`src/logic/rtcct_regs.svh`:
```
// register offsets, field positions, reset values and timing counts
`ifndef RTCCT_REGS_SVH
`define RTCCT_REGS_SVH
`define RTCCT_ADDR_DAY        4'h4
`define RTCCT_ADDR_MONTH      4'h5
`define RTCCT_ADDR_YEAR       4'h6
`define RTCCT_ADDR_TRIM       4'h7
`define RTCCT_ADDR_AMIN       4'h8
`define RTCCT_ADDR_AHOUR      4'h9
`define RTCCT_ADDR_BMIN       4'hb
`define RTCCT_ADDR_BHOUR      4'hc
`define RTCCT_DAY_MASK        8'h3f
`define RTCCT_MONTH_MASK      8'h1f
`define RTCCT_MIN_MASK        8'h7f
`define RTCCT_HOUR_MASK       8'h3f
`define RTCCT_TRIM_RESET      8'h00
`define RTCCT_TRIM_XSEL_BIT   7
`define RTCCT_TRIM_SIGN_BIT   6
`define RTCCT_HOUR_PM_BIT     5
`define RTCCT_CYC_32768       17'h08000
`define RTCCT_CYC_32000       17'h07d00
`define RTCCT_DAY_RESET       8'h01
`define RTCCT_MONTH_RESET     8'h01
`define RTCCT_YEAR_RESET      8'h00
`define RTCCT_ALARM_RESET     8'h00
`endif

```
`src/logic/rtcct_pkg.sv`:
```
// types shared by the calendar, trim and alarm logic
package rtcct_pkg;
    typedef struct packed {
        logic [7:0] minute;
        logic [7:0] hour;
    } rtcct_alarm_type;
    typedef struct packed {
        logic       write;
        logic [3:0] addr;
        logic [7:0] data;
    } rtcct_wr_type;
    typedef enum logic [1:0] {
        RTCCT_MONTH_LONG  = 2'b00,
        RTCCT_MONTH_SHORT = 2'b01,
        RTCCT_MONTH_FEB   = 2'b10
    } rtcct_month_kind_type;
endpackage

```
`src/logic/rtcct_bcd_digit.sv`:
```
// wrapping two-digit bcd counter with programmable first and last value
`timescale 1ns/1ns
module rtcct_bcd_digit #(
    parameter int WIDTH = 8
) (
    input  wire logic [WIDTH-1:0] value,   // present bcd value
    input  wire logic [WIDTH-1:0] first,   // value after wrap
    input  wire logic [WIDTH-1:0] last,    // highest value
    output logic      [WIDTH-1:0] stepped, // value after one step
    output logic                  wrapped  // step wraps to first
);
    logic [7:0] wide;
    logic [7:0] inc;
    initial begin
        if (WIDTH < 1 || WIDTH > 8) begin
            $error("bcd digit width out of range");
        end
    end
    always_comb begin
        wide = 8'h00;
        wide[WIDTH-1:0] = value;
        inc = (wide[3:0] >= 4'h9) ? {wide[7:4] + 4'h1, 4'h0} : wide + 8'h01;
        wrapped = (value == last);
        stepped = wrapped ? first : inc[WIDTH-1:0];
    end
endmodule

```
`src/logic/rtcct_alarm_cmp.sv`:
```
// compares one alarm minute and hour against the live counters
`timescale 1ns/1ns
module rtcct_alarm_cmp (
    input  wire logic                     clk,       // crystal clock
    input  wire logic                     rst_n,     // sync reset, low
    input  wire rtcct_pkg::rtcct_alarm_type setting, // stored compare time
    input  wire logic [7:0]               nowMinute, // live minute count
    input  wire logic [7:0]               nowHour,   // live hour count
    output logic                          match      // registered equality
);
    always_ff @(posedge clk) begin
        if (!rst_n) begin
            match <= 1'b0;
        end else begin
            match <= (setting.minute[6:0] == nowMinute[6:0]) &&
                     (setting.hour[5:0] == nowHour[5:0]);
        end
    end
endmodule

```
`src/logic/rtcct_calendar.sv`:
```
// calendar counter, time trimming and alarm time registers of the clock
//
// How it works
// - long months count days 01 to 31 in bcd
// - april, june, september, november count days 01 to 30
// - february ends at 29 in leap years, else at 28
// - day wrap to 01 steps the month
// - month counts 01 to 12; wrap carries into the year
// - year counts 00 to 99; multiples of four are leap years
// - day field six bits at 4h, bits 7:6 read zero
// - month field five bits at 5h, bits 7:5 read zero
// - year is full eight bits at 6h, all read and write
// - trim bit 7 selects 32.768 kHz (0) or 32.000 kHz (1)
// - untrimmed second is 32768 or 32000 oscillator cycles
// - trim only applies to the second after 00, 20 or 40
// - sign clear lengthens by (magnitude minus one) times two
// - sign set shortens by (inverted magnitude plus one) times two
// - magnitude bits 5:1 all zero means no correction
// - trim changes only the count, never the clock output
// - oscillator halt clears trim; calendar and alarms undefined
// - alarm a minute at 8h, hour at 9h, upper bits zero
// - alarm b minute at bh, hour at ch, same layout
// - alarm hour bit 5 is pm or hour-tens twenty
// - day steps when the hour rolls to midnight
// - weekday steps on each day carry, codes 0 to 6
`timescale 1ns/1ns
`include "rtcct_regs.svh"
module rtcct_calendar (
    input  wire logic                   clk,                    // crystal clock
    input  wire logic                   rst_n,                  // sync reset, low
    input  wire logic                   oscillator_halted_flag, // halt sensed
    input  wire rtcct_pkg::rtcct_wr_type regWrite,              // host write
    input  wire logic [3:0]             regAddr,                // host read address
    output logic      [7:0]             regRdata,               // read data
    input  wire logic [7:0]             secondsNow,             // live seconds bcd
    input  wire logic [7:0]             minutesNow,             // live minutes bcd
    input  wire logic [7:0]             hoursNow,               // live hours bcd
    input  wire logic                   hourMode24,             // 24-hour display
    output logic                        secondTick,             // advance seconds
    output logic                        dayCarry,               // midnight pulse
    output logic      [2:0]             weekday_code,           // weekday count
    output logic                        alarmAMatch,            // alarm a equal
    output logic                        alarmBMatch,            // alarm b equal
    output logic                        clockOut                // untrimmed clock
);
    //////////////////////////////////////////////////////////////////////////
    logic [7:0] dayReg;
    logic [7:0] monthReg;
    logic [7:0] yearReg;
    logic [7:0] trimReg;
    logic [7:0] trimActiveReg;
    rtcct_pkg::rtcct_alarm_type alarmAReg;
    rtcct_pkg::rtcct_alarm_type alarmBReg;
    logic [16:0] cycleReg;
    logic [16:0] periodNext;
    logic [7:0]  hourPrevReg;
    logic [7:0]  lastDay;
    logic [7:0]  dayStepped;
    logic [7:0]  monthStepped;
    logic [7:0]  yearStepped;
    logic        dayWrap;
    logic        monthWrap;
    logic        leapYear;
    logic        midnight;
    logic        trimSecond;
    logic        writeHit;
    rtcct_pkg::rtcct_month_kind_type monthKind;

    assign writeHit = regWrite.write;
    assign clockOut = clk;

    //////////////////////////////////////////////////////////////////////////
    // month length and leap year
    assign leapYear = (yearReg[0] == 1'b0) && (yearReg[1] == yearReg[4]);

    always_comb begin
        case (monthReg[4:0])
            5'h04, 5'h06, 5'h09, 5'h11: monthKind = rtcct_pkg::RTCCT_MONTH_SHORT;
            5'h02:                      monthKind = rtcct_pkg::RTCCT_MONTH_FEB;
            default:                    monthKind = rtcct_pkg::RTCCT_MONTH_LONG;
        endcase
    end

    always_comb begin
        case (monthKind)
            rtcct_pkg::RTCCT_MONTH_SHORT: lastDay = 8'h30;
            rtcct_pkg::RTCCT_MONTH_FEB:   lastDay = leapYear ? 8'h29 : 8'h28;
            default:                      lastDay = 8'h31;
        endcase
    end

    rtcct_bcd_digit #(.WIDTH(8)) dayStep (
        .value   (dayReg),
        .first   (8'h01),
        .last    (lastDay),
        .stepped (dayStepped),
        .wrapped (dayWrap)
    );

    rtcct_bcd_digit #(.WIDTH(8)) monthStep (
        .value   (monthReg),
        .first   (8'h01),
        .last    (8'h12),
        .stepped (monthStepped),
        .wrapped (monthWrap)
    );

    rtcct_bcd_digit #(.WIDTH(8)) yearStep (
        .value   (yearReg),
        .first   (8'h00),
        .last    (8'h99),
        .stepped (yearStepped),
        .wrapped ()
    );

    //////////////////////////////////////////////////////////////////////////
    // midnight detection from the hour counter
    always_ff @(posedge clk) begin
        if (!rst_n) begin
            hourPrevReg <= 8'h00;
        end else begin
            hourPrevReg <= hoursNow;
        end
    end

    always_comb begin
        if (hourMode24) begin
            midnight = (hourPrevReg[5:0] == 6'h23) && (hoursNow[5:0] == 6'h00);
        end else begin
            midnight = (hourPrevReg[5:0] == 6'h31) && (hoursNow[5:0] == 6'h12);
        end
    end
    assign dayCarry = midnight;

    //////////////////////////////////////////////////////////////////////////
    // calendar counters; host writes win over carries
    always_ff @(posedge clk) begin
        if (!rst_n) begin
            dayReg <= `RTCCT_DAY_RESET;
        end else if (writeHit && regWrite.addr == `RTCCT_ADDR_DAY) begin
            dayReg <= regWrite.data & `RTCCT_DAY_MASK;
        end else if (midnight) begin
            dayReg <= dayStepped;
        end
    end

    always_ff @(posedge clk) begin
        if (!rst_n) begin
            monthReg <= `RTCCT_MONTH_RESET;
        end else if (writeHit && regWrite.addr == `RTCCT_ADDR_MONTH) begin
            monthReg <= regWrite.data & `RTCCT_MONTH_MASK;
        end else if (midnight && dayWrap) begin
            monthReg <= monthStepped;
        end
    end

    always_ff @(posedge clk) begin
        if (!rst_n) begin
            yearReg <= `RTCCT_YEAR_RESET;
        end else if (writeHit && regWrite.addr == `RTCCT_ADDR_YEAR) begin
            yearReg <= regWrite.data;
        end else if (midnight && dayWrap && monthWrap) begin
            yearReg <= yearStepped;
        end
    end

    always_ff @(posedge clk) begin
        if (!rst_n) begin
            weekday_code <= 3'h0;
        end else if (midnight) begin
            weekday_code <= (weekday_code >= 3'h6) ? 3'h0 : weekday_code + 3'h1;
        end
    end

    //////////////////////////////////////////////////////////////////////////
    // alarm time registers
    always_ff @(posedge clk) begin
        if (!rst_n) begin
            alarmAReg <= {`RTCCT_ALARM_RESET, `RTCCT_ALARM_RESET};
            alarmBReg <= {`RTCCT_ALARM_RESET, `RTCCT_ALARM_RESET};
        end else if (writeHit) begin
            case (regWrite.addr)
                `RTCCT_ADDR_AMIN:  alarmAReg.minute <= regWrite.data & `RTCCT_MIN_MASK;
                `RTCCT_ADDR_AHOUR: alarmAReg.hour <= regWrite.data & `RTCCT_HOUR_MASK;
                `RTCCT_ADDR_BMIN:  alarmBReg.minute <= regWrite.data & `RTCCT_MIN_MASK;
                `RTCCT_ADDR_BHOUR: alarmBReg.hour <= regWrite.data & `RTCCT_HOUR_MASK;
                default: begin
                end
            endcase
        end
    end

    rtcct_alarm_cmp alarmA (
        .clk       (clk),
        .rst_n     (rst_n),
        .setting   (alarmAReg),
        .nowMinute (minutesNow),
        .nowHour   (hoursNow),
        .match     (alarmAMatch)
    );

    rtcct_alarm_cmp alarmB (
        .clk       (clk),
        .rst_n     (rst_n),
        .setting   (alarmBReg),
        .nowMinute (minutesNow),
        .nowHour   (hoursNow),
        .match     (alarmBMatch)
    );

    //////////////////////////////////////////////////////////////////////////
    // trim register; halt flag forces zero
    always_ff @(posedge clk) begin
        if (!rst_n) begin
            trimReg <= `RTCCT_TRIM_RESET;
        end else if (oscillator_halted_flag) begin
            trimReg <= `RTCCT_TRIM_RESET;
        end else if (writeHit && regWrite.addr == `RTCCT_ADDR_TRIM) begin
            trimReg <= regWrite.data;
        end
    end

    assign trimSecond = (secondsNow == 8'h00) || (secondsNow == 8'h20) ||
                        (secondsNow == 8'h40);

    // period length for the second about to start
    always_comb begin
        periodNext = trimReg[`RTCCT_TRIM_XSEL_BIT] ? `RTCCT_CYC_32000 : `RTCCT_CYC_32768;
        if (trimSecond && trimReg[5:1] != 5'h00) begin
            if (!trimReg[`RTCCT_TRIM_SIGN_BIT]) begin
                periodNext = periodNext + {10'h000, trimReg[5:0] - 6'h01, 1'b0};
            end else begin
                periodNext = periodNext - {10'h000, ~trimReg[5:0] + 6'h01, 1'b0};
            end
        end
    end

    // the second counter: reload at each tick from trimReg, which is latched into trimActiveReg
    always_ff @(posedge clk) begin
        if (!rst_n) begin
            trimActiveReg <= `RTCCT_TRIM_RESET;
            cycleReg      <= 17'h00001;
        end else if (cycleReg <= 17'h00001) begin
            trimActiveReg <= trimReg;
            cycleReg      <= periodNext;
        end else begin
            cycleReg <= cycleReg - 17'h00001;
        end
    end
    assign secondTick = (cycleReg == 17'h00001);

    //////////////////////////////////////////////////////////////////////////
    // register read port
    always_ff @(posedge clk) begin
        if (!rst_n) begin
            regRdata <= 8'h00;
        end else begin
            case (regAddr)
                `RTCCT_ADDR_DAY:   regRdata <= dayReg & `RTCCT_DAY_MASK;
                `RTCCT_ADDR_MONTH: regRdata <= monthReg & `RTCCT_MONTH_MASK;
                `RTCCT_ADDR_YEAR:  regRdata <= yearReg;
                `RTCCT_ADDR_TRIM:  regRdata <= trimReg;
                `RTCCT_ADDR_AMIN:  regRdata <= alarmAReg.minute;
                `RTCCT_ADDR_AHOUR: regRdata <= alarmAReg.hour;
                `RTCCT_ADDR_BMIN:  regRdata <= alarmBReg.minute;
                `RTCCT_ADDR_BHOUR: regRdata <= alarmBReg.hour;
                default:           regRdata <= 8'h00;
            endcase
        end
    end
endmodule

```
`config.mk`:
```
export PLATFORM = sky130hd
export DESIGN_NAME = rtcct_calendar
export DESIGN_NICKNAME = d
export VERILOG_FILES = /design/src/logic/rtcct_pkg.sv /design/src/logic/rtcct_bcd_digit.sv /design/src/logic/rtcct_alarm_cmp.sv /design/src/logic/rtcct_calendar.sv
export VERILOG_INCLUDE_DIRS = /design/src /design/src/logic
export SDC_FILE = /design/constraint.sdc
export NUM_CORES = 1
export LEC_CHECK = 0
export BUFFER_PORTS_ARGS = -buffer_cell sky130_fd_sc_hd__buf_2
export CELL_PAD_IN_SITES_DETAIL_PLACEMENT = 0
export CELL_PAD_IN_SITES_GLOBAL_PLACEMENT = 1
export CORE_MARGIN = 5
export CORE_UTILIZATION = 45
export CTS_CLUSTER_SIZE = 25
export DETAILED_ROUTE_END_ITERATION = 7
export MAX_ROUTING_LAYER = met4
export PLACE_DENSITY_LB_ADDON = 0.1
export SYNTH_ARGS = -nofsm -noshare
export SYNTH_HDL_FRONTEND = slang
export SYNTH_SLANG_ARGS = --single-unit
export TNS_END_PERCENT = 5
```
`constraint.sdc`:
```
create_clock -name clk -period 4 [get_ports clk]
set_clock_uncertainty 0.05 [all_clocks]
set_input_delay 0.4 -clock clk [delete_from_list [all_inputs] [get_ports clk]]
set_output_delay 0.4 -clock clk [all_outputs]
set_load 0.01 [all_outputs]
```
==> flow_metrics.env, run 1 <==
export IMPL_outcome="completed"
export IMPL_synth_area_per_cell_sq_um=8.30
export IMPL_fp_coreArea_sq_um=13900
export IMPL_power_switching_mw=0.926
export IMPL_pwr_density_cell_nw_per_um2=391
export IMPL_relSlewSlack=0.292
export IMPL_avgRoutedWirePerCell_microns=18.3
export IMPL_r2r_end="cycleReg[14]"
export IMPL_die_area_sq_um=16800
export IMPL_port_buffers=57
export IMPL_cts_setup_buffers=0
export IMPL_first_iter_violations=415
export IMPL_synth_edff_count=0
export IMPL_tritoncts="yes"
export IMPL_cp_top_family="compound AO/OA/AOI/OAI gates"
export IMPL_viasPerCell=5.87
export IMPL_gp_congestion=0.961
export IMPL_worstSkewPairLatency_ns=0.47
export IMPL_overflow=0
export IMPL_async_reset_ff_frac=0
export IMPL_drtPass1Iterations=7
export IMPL_finalMaxSlewViolations=0
export IMPL_grt_usage=0.230
export IMPL_synth_most_common_cell="dfxtp_1"
export IMPL_ant_nets=0
export IMPL_grt_pass1_vias=5750
export IMPL_cts_resized=0
export IMPL_ys_seq_area_frac=0.293
export IMPL_final_period_minus_worst_setup_slack_ns=3.54
export IMPL_fin_area_sq_um=7190
export IMPL_worstSetupPathType="reg -> reg"
export IMPL_rows=43
export IMPL_p_sw_frac=0.330
export IMPL_fin_tns_setup_ns=0
export IMPL_peakVddDrop_v=0.000189
export IMPL_rrSetupSlack_ns=0.46
export IMPL_ff2ff_path_depth=14
export IMPL_drive_gt1_frac=0.138
export IMPL_syn_inst=774
export IMPL_tightest_slew_ns=1.06
export IMPL_cp_end_kind="register"
export IMPL_hpwl_microns=13600
export IMPL_multi_input_area_sq_um=4240
export IMPL_holdPathStages=2
export IMPL_n_fill_cell=1347
export IMPL_cp_num_buf_inv=2
export IMPL_final_nets=892
export IMPL_die_x_microns=129
export IMPL_syn_nets=852
export IMPL_fmax_mhz=283
export IMPL_pwr_share_clk=0.369
export IMPL_internal_power_mw=1.88
export IMPL_synth_common_cells="94 x dfxtp_1, 58 x nor2_1, 48 x nand2_1"
export IMPL_setup_viol=0
export IMPL_initial_core_util=0.461
export IMPL_slowest_delay_ns=0.51
export IMPL_num_vias=5869
export IMPL_syn2layout_area_growth_pct=12.0
export IMPL_post_route_period_util=0.885
export IMPL_critical_path_arrival_ns=3.84
export IMPL_grt_max_degree=46
export IMPL_synth_top_area_share=0.293
export IMPL_startpoint_type="register"
export IMPL_grt_setup_unrepaired="no"
export IMPL_seqPwrFrac=0.388
export IMPL_wirelength_microns=18300
export IMPL_r2r_start="trimReg[2]"
export IMPL_cp_required_ns=4.30
export IMPL_cts_hold_buf=0
export IMPL_syn_area_sq_um=6420
export IMPL_regArea_sq_um=1880
export IMPL_leakagePower_nw=2.80
export IMPL_place_area_sq_um=6820
export IMPL_diodes=0
export IMPL_ys_warnings_count=0
export IMPL_die_height_microns=129
export IMPL_finalHoldViolations=0
export IMPL_min_path_type="in -> reg"
export IMPL_hold_end="hourPrevReg[0]"
export IMPL_ioPinCount=61
export IMPL_cp_slowest_cell="dfxtp_1"
export IMPL_cap_viol_max_count=0
export IMPL_synthTopCellsByArea="dfxtp_1 29%, ha_1 6.4%, mux2i_1 6.4%"
export IMPL_clk_pin_slew_ns=0.08
export IMPL_route_detailed_drc=0
export IMPL_crit_fanout=8
export IMPL_hp_start="hoursNow[0]"
export IMPL_synth_ff_latch_count=94
export IMPL_synthDistinctLibCells=76
export IMPL_antenna_found_initial=0
export IMPL_finalPower_mw=2.81
export IMPL_grt_pass1_wl_microns=29400
export IMPL_comb_power_share=0.243
export IMPL_synth_top_area_cell="dfxtp_1"
export IMPL_crit_chain="inv_1 -> ha_1 -> a21boi_1 -> xor2_1 -> o41a_1 -> inv_4 -> ha_1 -> nor2b_1 -> o21ai_0 -> nand2b_1 -> a21o_1 -> a31oi_1 -> xor2_1 -> o22ai_1"
export IMPL_synthFlopType="dfxtp_1"
metal layers:
| metal | wire, microns | vias up | track usage |
|---|---|---|---|
| li1 | - | 2881 | - |
| met1 | 8220 | 2786 | 0.280 |
| met2 | 8810 | 164 | 0.374 |
| met3 | 863 | 38 | 0.0544 |
| met4 | 406 | 0 | 0.0825 |
| met5 | 0 | - | - |
sequential cells by signal, indices dropped and copies added (netlist names):
name / cells
alarmA.match: 1
alarmAReg: 13
alarmB.match: 1
alarmBReg: 13
cycleReg: 17
dayReg: 8
hourPrevReg: 6
monthReg: 8
regRdata: 8
trimReg: 8
weekday_code: 3
yearReg: 8
power by group through the flow:
stage | clock network (mW) | logic (mW) | registers, mW
detailed placement | 0.0151 | 0.682 | 1.11
CTS | 1.07 | 0.687 | 1.09
finish | 1.04 | 0.683 | 1.09
global route | 1.11 | 0.762 | 1.10
floorplan | 0.0206 | 0.524 | 1.09
global placement | 0.0151 | 0.670 | 1.11
layout by cell type (no fill, tap or decap), types with 15 or more instances in the layout:
cell type / n
a21oi_1: 36
a31oi_1: 16
and2_1: 16
buf_2: 57
dfxtp_1: 94
ha_1: 33
inv_1: 24
mux2i_1: 41
nand2_1: 48
nand3_1: 25
nand4_1: 15
nor2_1: 58
nor2b_1: 35
nor3_1: 21
o21ai_0: 41
xnor2_1: 37
xor2_1: 24
cell type report:
type	instances	area share
clock buffers	13	0.0424
clock inverters	7	0.0103
inverters	26	0.0141
multi-input cells	612	0.590
flip-flops and latches	94	0.262
well taps	180	0.0313
repair buffers	67	0.0505
kinds of logic (layout without fill, tap and decap cells):
logic type | count (synthesis) | after routing | synth area share
buffers and inverters | 68 | 113 | 0.0467
DFF | 94 | 94 | 0.293
xor gates and xnor gates | 62 | 62 | 0.0857
AOI/OAI and AO/OA | 176 | 176 | 0.179
muxes | 48 | 48 | 0.0765
and+or+nand+nor | 293 | 293 | 0.255
adders and majority gates | 33 | 33 | 0.0643
worst max path at each step:
stage	endpoint	slack, ns	cells past startpoint	start
finish	cycleReg[14]	0.46	14	trimReg[2]
global route	cycleReg[14]	0.23	14	trimReg[2]
CTS	cycleReg[16]	0.51	13	trimReg[2]
detailed placement	cycleReg[16]	0.54	13	trimReg[2]
global placement	cycleReg[16]	0.60	13	trimReg[2]
floorplan	cycleReg[14]	0.64	17	trimReg[0]
per-stage QoR:
step	hold slack [ns]	instances	worst slack, ns	util
final	0.160	999	0.462	0.516
after global routing	0.153	999	0.231	0.516
after CTS	0.152	999	0.512	0.516
after detailed placement	0.438	980	0.539	0.489
after global placement	0.425	980	0.598	0.489
after floorplan	0.406	774	0.643	-
No activity file was read; power rests on OpenSTA's default activity.
==> run 2, diff against run 1 <==
--- a/config.mk
+++ b/config.mk
@@ -15,6 +15,7 @@
 export DETAILED_ROUTE_END_ITERATION = 7
 export MAX_ROUTING_LAYER = met4
 export PLACE_DENSITY_LB_ADDON = 0.1
+export SETUP_SLACK_MARGIN = 0.5
 export SYNTH_ARGS = -nofsm -noshare
 export SYNTH_HDL_FRONTEND = slang
 export SYNTH_SLANG_ARGS = --single-unit
==> run 2 against run 1 <==
Count of clock-buffer cells in the layout stayed put. Flip-flop and latch count stayed put. Core utilization is 0.31 points higher. Highest routed layer unchanged.
==> flow_metrics.env, run 2 (same netlist as run 1, synthesis figures left out) <==
export IMPL_outcome="completed"
export IMPL_rows=43
export IMPL_top_regs="cycleReg: 17 flops, alarmAReg: 13 flops, alarmBReg: 13 flops"
export IMPL_most_common_layout_cells="94 x dfxtp_1, 58 x nor2_1, 57 x buf_2"
export IMPL_cts_setup_buffers=0
export IMPL_cp_top_family="compound AO/OA/AOI/OAI gates"
export IMPL_holdPathStages=2
export IMPL_post_route_period_util=0.842
export IMPL_crit_chain="inv_1 -> ha_1 -> a21boi_2 -> xor2_2 -> nor3_2 -> a21o_1 -> ha_1 -> a21o_1 -> a21o_1 -> a21o_1 -> a21oi_1 -> xor2_1 -> o22ai_1"
export IMPL_antenna_found_initial=0
export IMPL_cp_required_ns=4.30
export IMPL_die_x_microns=129
export IMPL_worstSetupPathType="reg -> reg"
export IMPL_worstSkewPairLatency_ns=0.47
export IMPL_slowest_delay_ns=0.51
export IMPL_min_path_type="in -> reg"
export IMPL_cp_num_buf_inv=1
export IMPL_final_period_minus_worst_setup_slack_ns=3.37
export IMPL_peakVddDrop_v=0.000189
export IMPL_drtPass1Iterations=6
export IMPL_grt_setup_unrepaired="yes"
export IMPL_cts_resized=0
export IMPL_syn2layout_area_growth_pct=12.6
export IMPL_critical_path_arrival_ns=3.67
export IMPL_rrSetupSlack_ns=0.63
export IMPL_overflow=0
export IMPL_die_area_sq_um=16800
export IMPL_largest_reg_flops=17
export IMPL_finalMaxSlewViolations=0
export IMPL_final_nets=892
export IMPL_setup_viol=0
export IMPL_crit_fanout=12
export IMPL_r2r_start="trimReg[2]"
export IMPL_cts_hold_buf=0
export IMPL_die_height_microns=129
export IMPL_relSlewSlack=0.288
export IMPL_drive_gt1_frac=0.145
export IMPL_viasPerCell=5.92
export IMPL_wirelength_microns=18400
export IMPL_leakagePower_nw=2.81
export IMPL_num_vias=5911
export IMPL_grt_pass1_vias=5750
export IMPL_first_iter_violations=478
export IMPL_hp_start="hoursNow[0]"
export IMPL_fp_coreArea_sq_um=13900
export IMPL_fmax_mhz=297
export IMPL_ff2ff_path_depth=13
export IMPL_fin_tns_setup_ns=0
export IMPL_grt_max_degree=46
export IMPL_hpwl_microns=13600
export IMPL_clk_pin_slew_ns=0.08
export IMPL_cap_viol_max_count=0
export IMPL_ant_nets=0
export IMPL_initial_core_util=0.461
export IMPL_pwr_density_cell_nw_per_um2=388
export IMPL_finalPower_mw=2.81
export IMPL_regMostFlops="cycleReg"
export IMPL_tritoncts="yes"
export IMPL_gp_congestion=0.961
export IMPL_ioPinCount=61
export IMPL_startpoint_type="register"
export IMPL_cp_slowest_cell="dfxtp_1"
export IMPL_diodes=0
export IMPL_postLayoutCoreUtil=0.519
export IMPL_port_buffers=57
export IMPL_final_common_cell="dfxtp_1"
export IMPL_fin_area_sq_um=7240
export IMPL_tightest_slew_ns=1.06
export IMPL_grt_usage=0.230
export IMPL_route_detailed_drc=0
export IMPL_cp_end_kind="register"
export IMPL_avgRoutedWirePerCell_microns=18.4
export IMPL_finalHoldViolations=0
export IMPL_r2r_end="cycleReg[16]"
export IMPL_hold_end="hourPrevReg[0]"
export IMPL_cpMostUsedCell="a21o_1"
export IMPL_grt_pass1_wl_microns=29400
export IMPL_place_area_sq_um=6820
[run 2: stage by stage]
step / instances / worst slack [ns] / hold WS [ns]
final: 999 / 0.630 / 0.160
after global placement: 980 / 0.598 / 0.425
after CTS: 999 / 0.512 / 0.152
after global routing: 999 / 0.454 / 0.153
after floorplan: 774 / 0.643 / 0.406
after detailed placement: 980 / 0.539 / 0.438
[run 2: area by class of cell]
cell class	count	area, sq um
fillers	1344	6700
multi-input cells	612	4290
flip-flops and latches	94	1880
repair buffers	67	363
clock buffers	13	305
well taps	180	225
inverters	26	101
clock inverters	7	73.8
[run 2: layer usage]
metal / track usage / share of wire / vias to the layer above
li1: - / - / 2872
met5: - / 0 / -
met1: 0.280 / 0.45 / 2812
met2: 0.374 / 0.48 / 191
met3: 0.0544 / 0.050 / 36
met4: 0.0825 / 0.022 / 0
[run 2: report_power, final]
part	internal, mW	switching, mW
combinational	0.294	0.389
sequential	1.01	0.0770
clock	0.577	0.458
total	1.88	0.924
[run 2: how the worst max path moves through the flow]
stage | from | slack, ns | cells past startpoint | to
floorplan | trimReg[0] | 0.64 | 17 | cycleReg[14]
global placement | trimReg[2] | 0.60 | 13 | cycleReg[16]
detailed placement | trimReg[2] | 0.54 | 13 | cycleReg[16]
CTS | trimReg[2] | 0.51 | 13 | cycleReg[16]
global route | trimReg[1] | 0.45 | 13 | cycleReg[16]
finish | trimReg[2] | 0.63 | 13 | cycleReg[16]
==> run 3, diff against run 2 <==
--- a/config.mk
+++ b/config.mk
@@ -10,7 +10,7 @@
 export CELL_PAD_IN_SITES_DETAIL_PLACEMENT = 0
 export CELL_PAD_IN_SITES_GLOBAL_PLACEMENT = 1
 export CORE_MARGIN = 5
-export CORE_UTILIZATION = 45
+export CORE_UTILIZATION = 41
 export CTS_CLUSTER_SIZE = 25
 export DETAILED_ROUTE_END_ITERATION = 7
 export MAX_ROUTING_LAYER = met4
==> constraint.sdc (replaced) <==
create_clock -name clk -period 2.7 [get_ports clk]
set_clock_uncertainty 0.05 [all_clocks]
set_input_delay 0.27 -clock clk [delete_from_list [all_inputs] [get_ports clk]]
set_output_delay 0.27 -clock clk [all_outputs]
set_load 0.01 [all_outputs]
==> run 3 against run 2 <==
The run now ends with negative setup slack left. Power rose by 55%. Die area rose by 9.0%. Flip-flop and latch count did not move. Cell count rose by 9.8%. Count of clock-buffer cells in the layout did not move. Wire length rose by 8.1%. Combinational power rose by 74%. Critical path type unchanged.
==> flow_metrics.env, run 3 (same netlist as run 1, synthesis figures left out) <==
export IMPL_critical_path_arrival_ns=3.22
export IMPL_ant_nets=0
export IMPL_post_route_period_util=1.08
export IMPL_fmax_mhz=344
export IMPL_diodes=0
export IMPL_cap_viol_max_count=0
export IMPL_most_common_layout_cells="89 x dfxtp_1, 67 x buf_4, 56 x nor2_1, 56 x buf_2, 46 x nand2_1"
export IMPL_ioPinCount=61
export IMPL_grt_usage=0.227
export IMPL_first_iter_violations=363
export IMPL_dp_cells=1070
export IMPL_drive_gt1_frac=0.283
export IMPL_finalHoldViolations=0
export IMPL_final_common_cell="dfxtp_1"
export IMPL_viasPerCell=5.49
export IMPL_peakVddDrop_v=0.000308
export IMPL_overflow=0
export IMPL_route_detailed_drc=0
export IMPL_setup_viol=7
export IMPL_wirelength_microns=19900
export IMPL_cp_end_kind="register"
export IMPL_clk_pin_slew_ns=0.08
export IMPL_regMostFlops="cycleReg"
export IMPL_port_buffers=57
export IMPL_violations="negative setup slack"
export IMPL_outcome="finished, violations left"
export IMPL_pwr_density_cell_nw_per_um2=527
export IMPL_tightest_slew_ns=0.652
export IMPL_avgRoutedWirePerCell_microns=18.1
export IMPL_initial_core_util=0.421
export IMPL_num_vias=6024
export IMPL_grt_max_degree=32
export IMPL_relSlewSlack=0.565
export IMPL_fp_coreArea_sq_um=15300
export IMPL_final_nets=959
export IMPL_finalMaxSlewViolations=0
export IMPL_grt_pass1_wl_microns=32000
export IMPL_startpoint_type="register"
export IMPL_worstSetupPathType="reg -> reg"
export IMPL_die_area_sq_um=18300
export IMPL_postLayoutCoreUtil=0.540
export IMPL_die_x_microns=135
export IMPL_die_height_microns=135
export IMPL_layout_cells_non_filler=1097
export IMPL_grt_pass1_vias=6220
export IMPL_drtPass1Iterations=4
export IMPL_min_path_type="in -> reg"
export IMPL_worst_slack_ns=-0.204
export IMPL_largest_reg_flops=17
export IMPL_fin_area_sq_um=8240
export IMPL_top_regs="cycleReg: 17 flops, alarmAReg: 13 flops, alarmBReg: 13 flops"
export IMPL_place_area_sq_um=7390
export IMPL_leakagePower_nw=3.20
export IMPL_rows=45
export IMPL_antenna_found_initial=0
export IMPL_cp_required_ns=3.01
export IMPL_hpwl_microns=14900
export IMPL_grt_setup_unrepaired="yes"
export IMPL_crit_fanout=3
export IMPL_tritoncts="yes"
export IMPL_final_period_minus_worst_setup_slack_ns=2.90
export IMPL_cts_hold_buf=0
export IMPL_gp_congestion=0.882
export IMPL_worstSkewPairLatency_ns=0.48
export IMPL_syn2layout_area_growth_pct=28.3
==> run 3: changes by cell type in the layout (fill, tap and decap cells not counted), moves of 7 or more <==
cell / change
a21oi_2: +8
ha_1: -7
buf_4: +56
a21oi_1: -8
buf_6: +9
==> run 3: timing repair <==
item | in CTS | in global routing
pin swaps | 66 | 70
gates resized for setup | 62 | 42
endpoints found under the setup margin | 38 | 40
setup buffers | 6 | 2
cloned | 0 | 0
==> run 3: area by class of cell <==
cell class	count	area, sq um
clock buffer	13	305
fill	1434	7010
clock inverter	7	63.8
timing repair buffer	134	935
tap	211	264
inverter	26	118
sequential	94	1890
multi-input combinational	612	4670
==> run 3: report_power, final <==
| group | switching (mW) | internal, mW | total, mW | leakage [nW] |
|---|---|---|---|---|
| registers | 0.126 | 1.50 | 1.63 | 0.764 |
| logic | 0.657 | 0.534 | 1.19 | 2.26 |
| clock network | 0.681 | 0.846 | 1.53 | 0.177 |
==> run 3: critical path, cell delays in order (launching register included) <==
cell and delay, ns:
dfxtp_2 0.34, inv_4 0.07, ha_4 0.13, or3b_4 0.41, xnor2_4 0.16, o41a_1 0.50, inv_1 0.12, ha_4 0.20
a21o_1 0.19, a21o_1 0.17, a21oi_2 0.14, xor2_1 0.20, o22ai_1 0.11
==> run 3: routing by layer <==
metal / track usage / wire (microns)
met1: 0.270 / 8770
met2: 0.386 / 10000
met3: 0.0394 / 705
met4: 0.0806 / 432
met5: - / 0
==> run 3: path summary, 6_finish.rpt <==
path	from	endpoint	slack, ns	depth (start not counted)
worst min register to register	dayReg[7]	dayReg[7]	0.47	2
worst min-delay path	regWrite[7]	trimReg[7]	0.03	3
worst max register to register	trimReg[1]	cycleReg[16]	-0.20	12
worst max-delay path	trimReg[1]	cycleReg[16]	-0.20	12
==> run 3: stage by stage <==
| stage | power (mW) | hold WS (ns) | setup TNS [ns] | setup slack, ns |
|---|---|---|---|---|
| finish | 4.34 | 0.0338 | -1.03 | -0.204 |
| global placement | 2.75 | 0.321 | -0.955 | -0.226 |
| floorplan | 2.42 | 0.312 | -1.20 | -0.250 |
| CTS | 4.35 | 0.0313 | -1.07 | -0.202 |
| global route | 4.60 | 0.0327 | -1.92 | -0.307 |
| detailed placement | 2.77 | 0.321 | -1.53 | -0.306 |
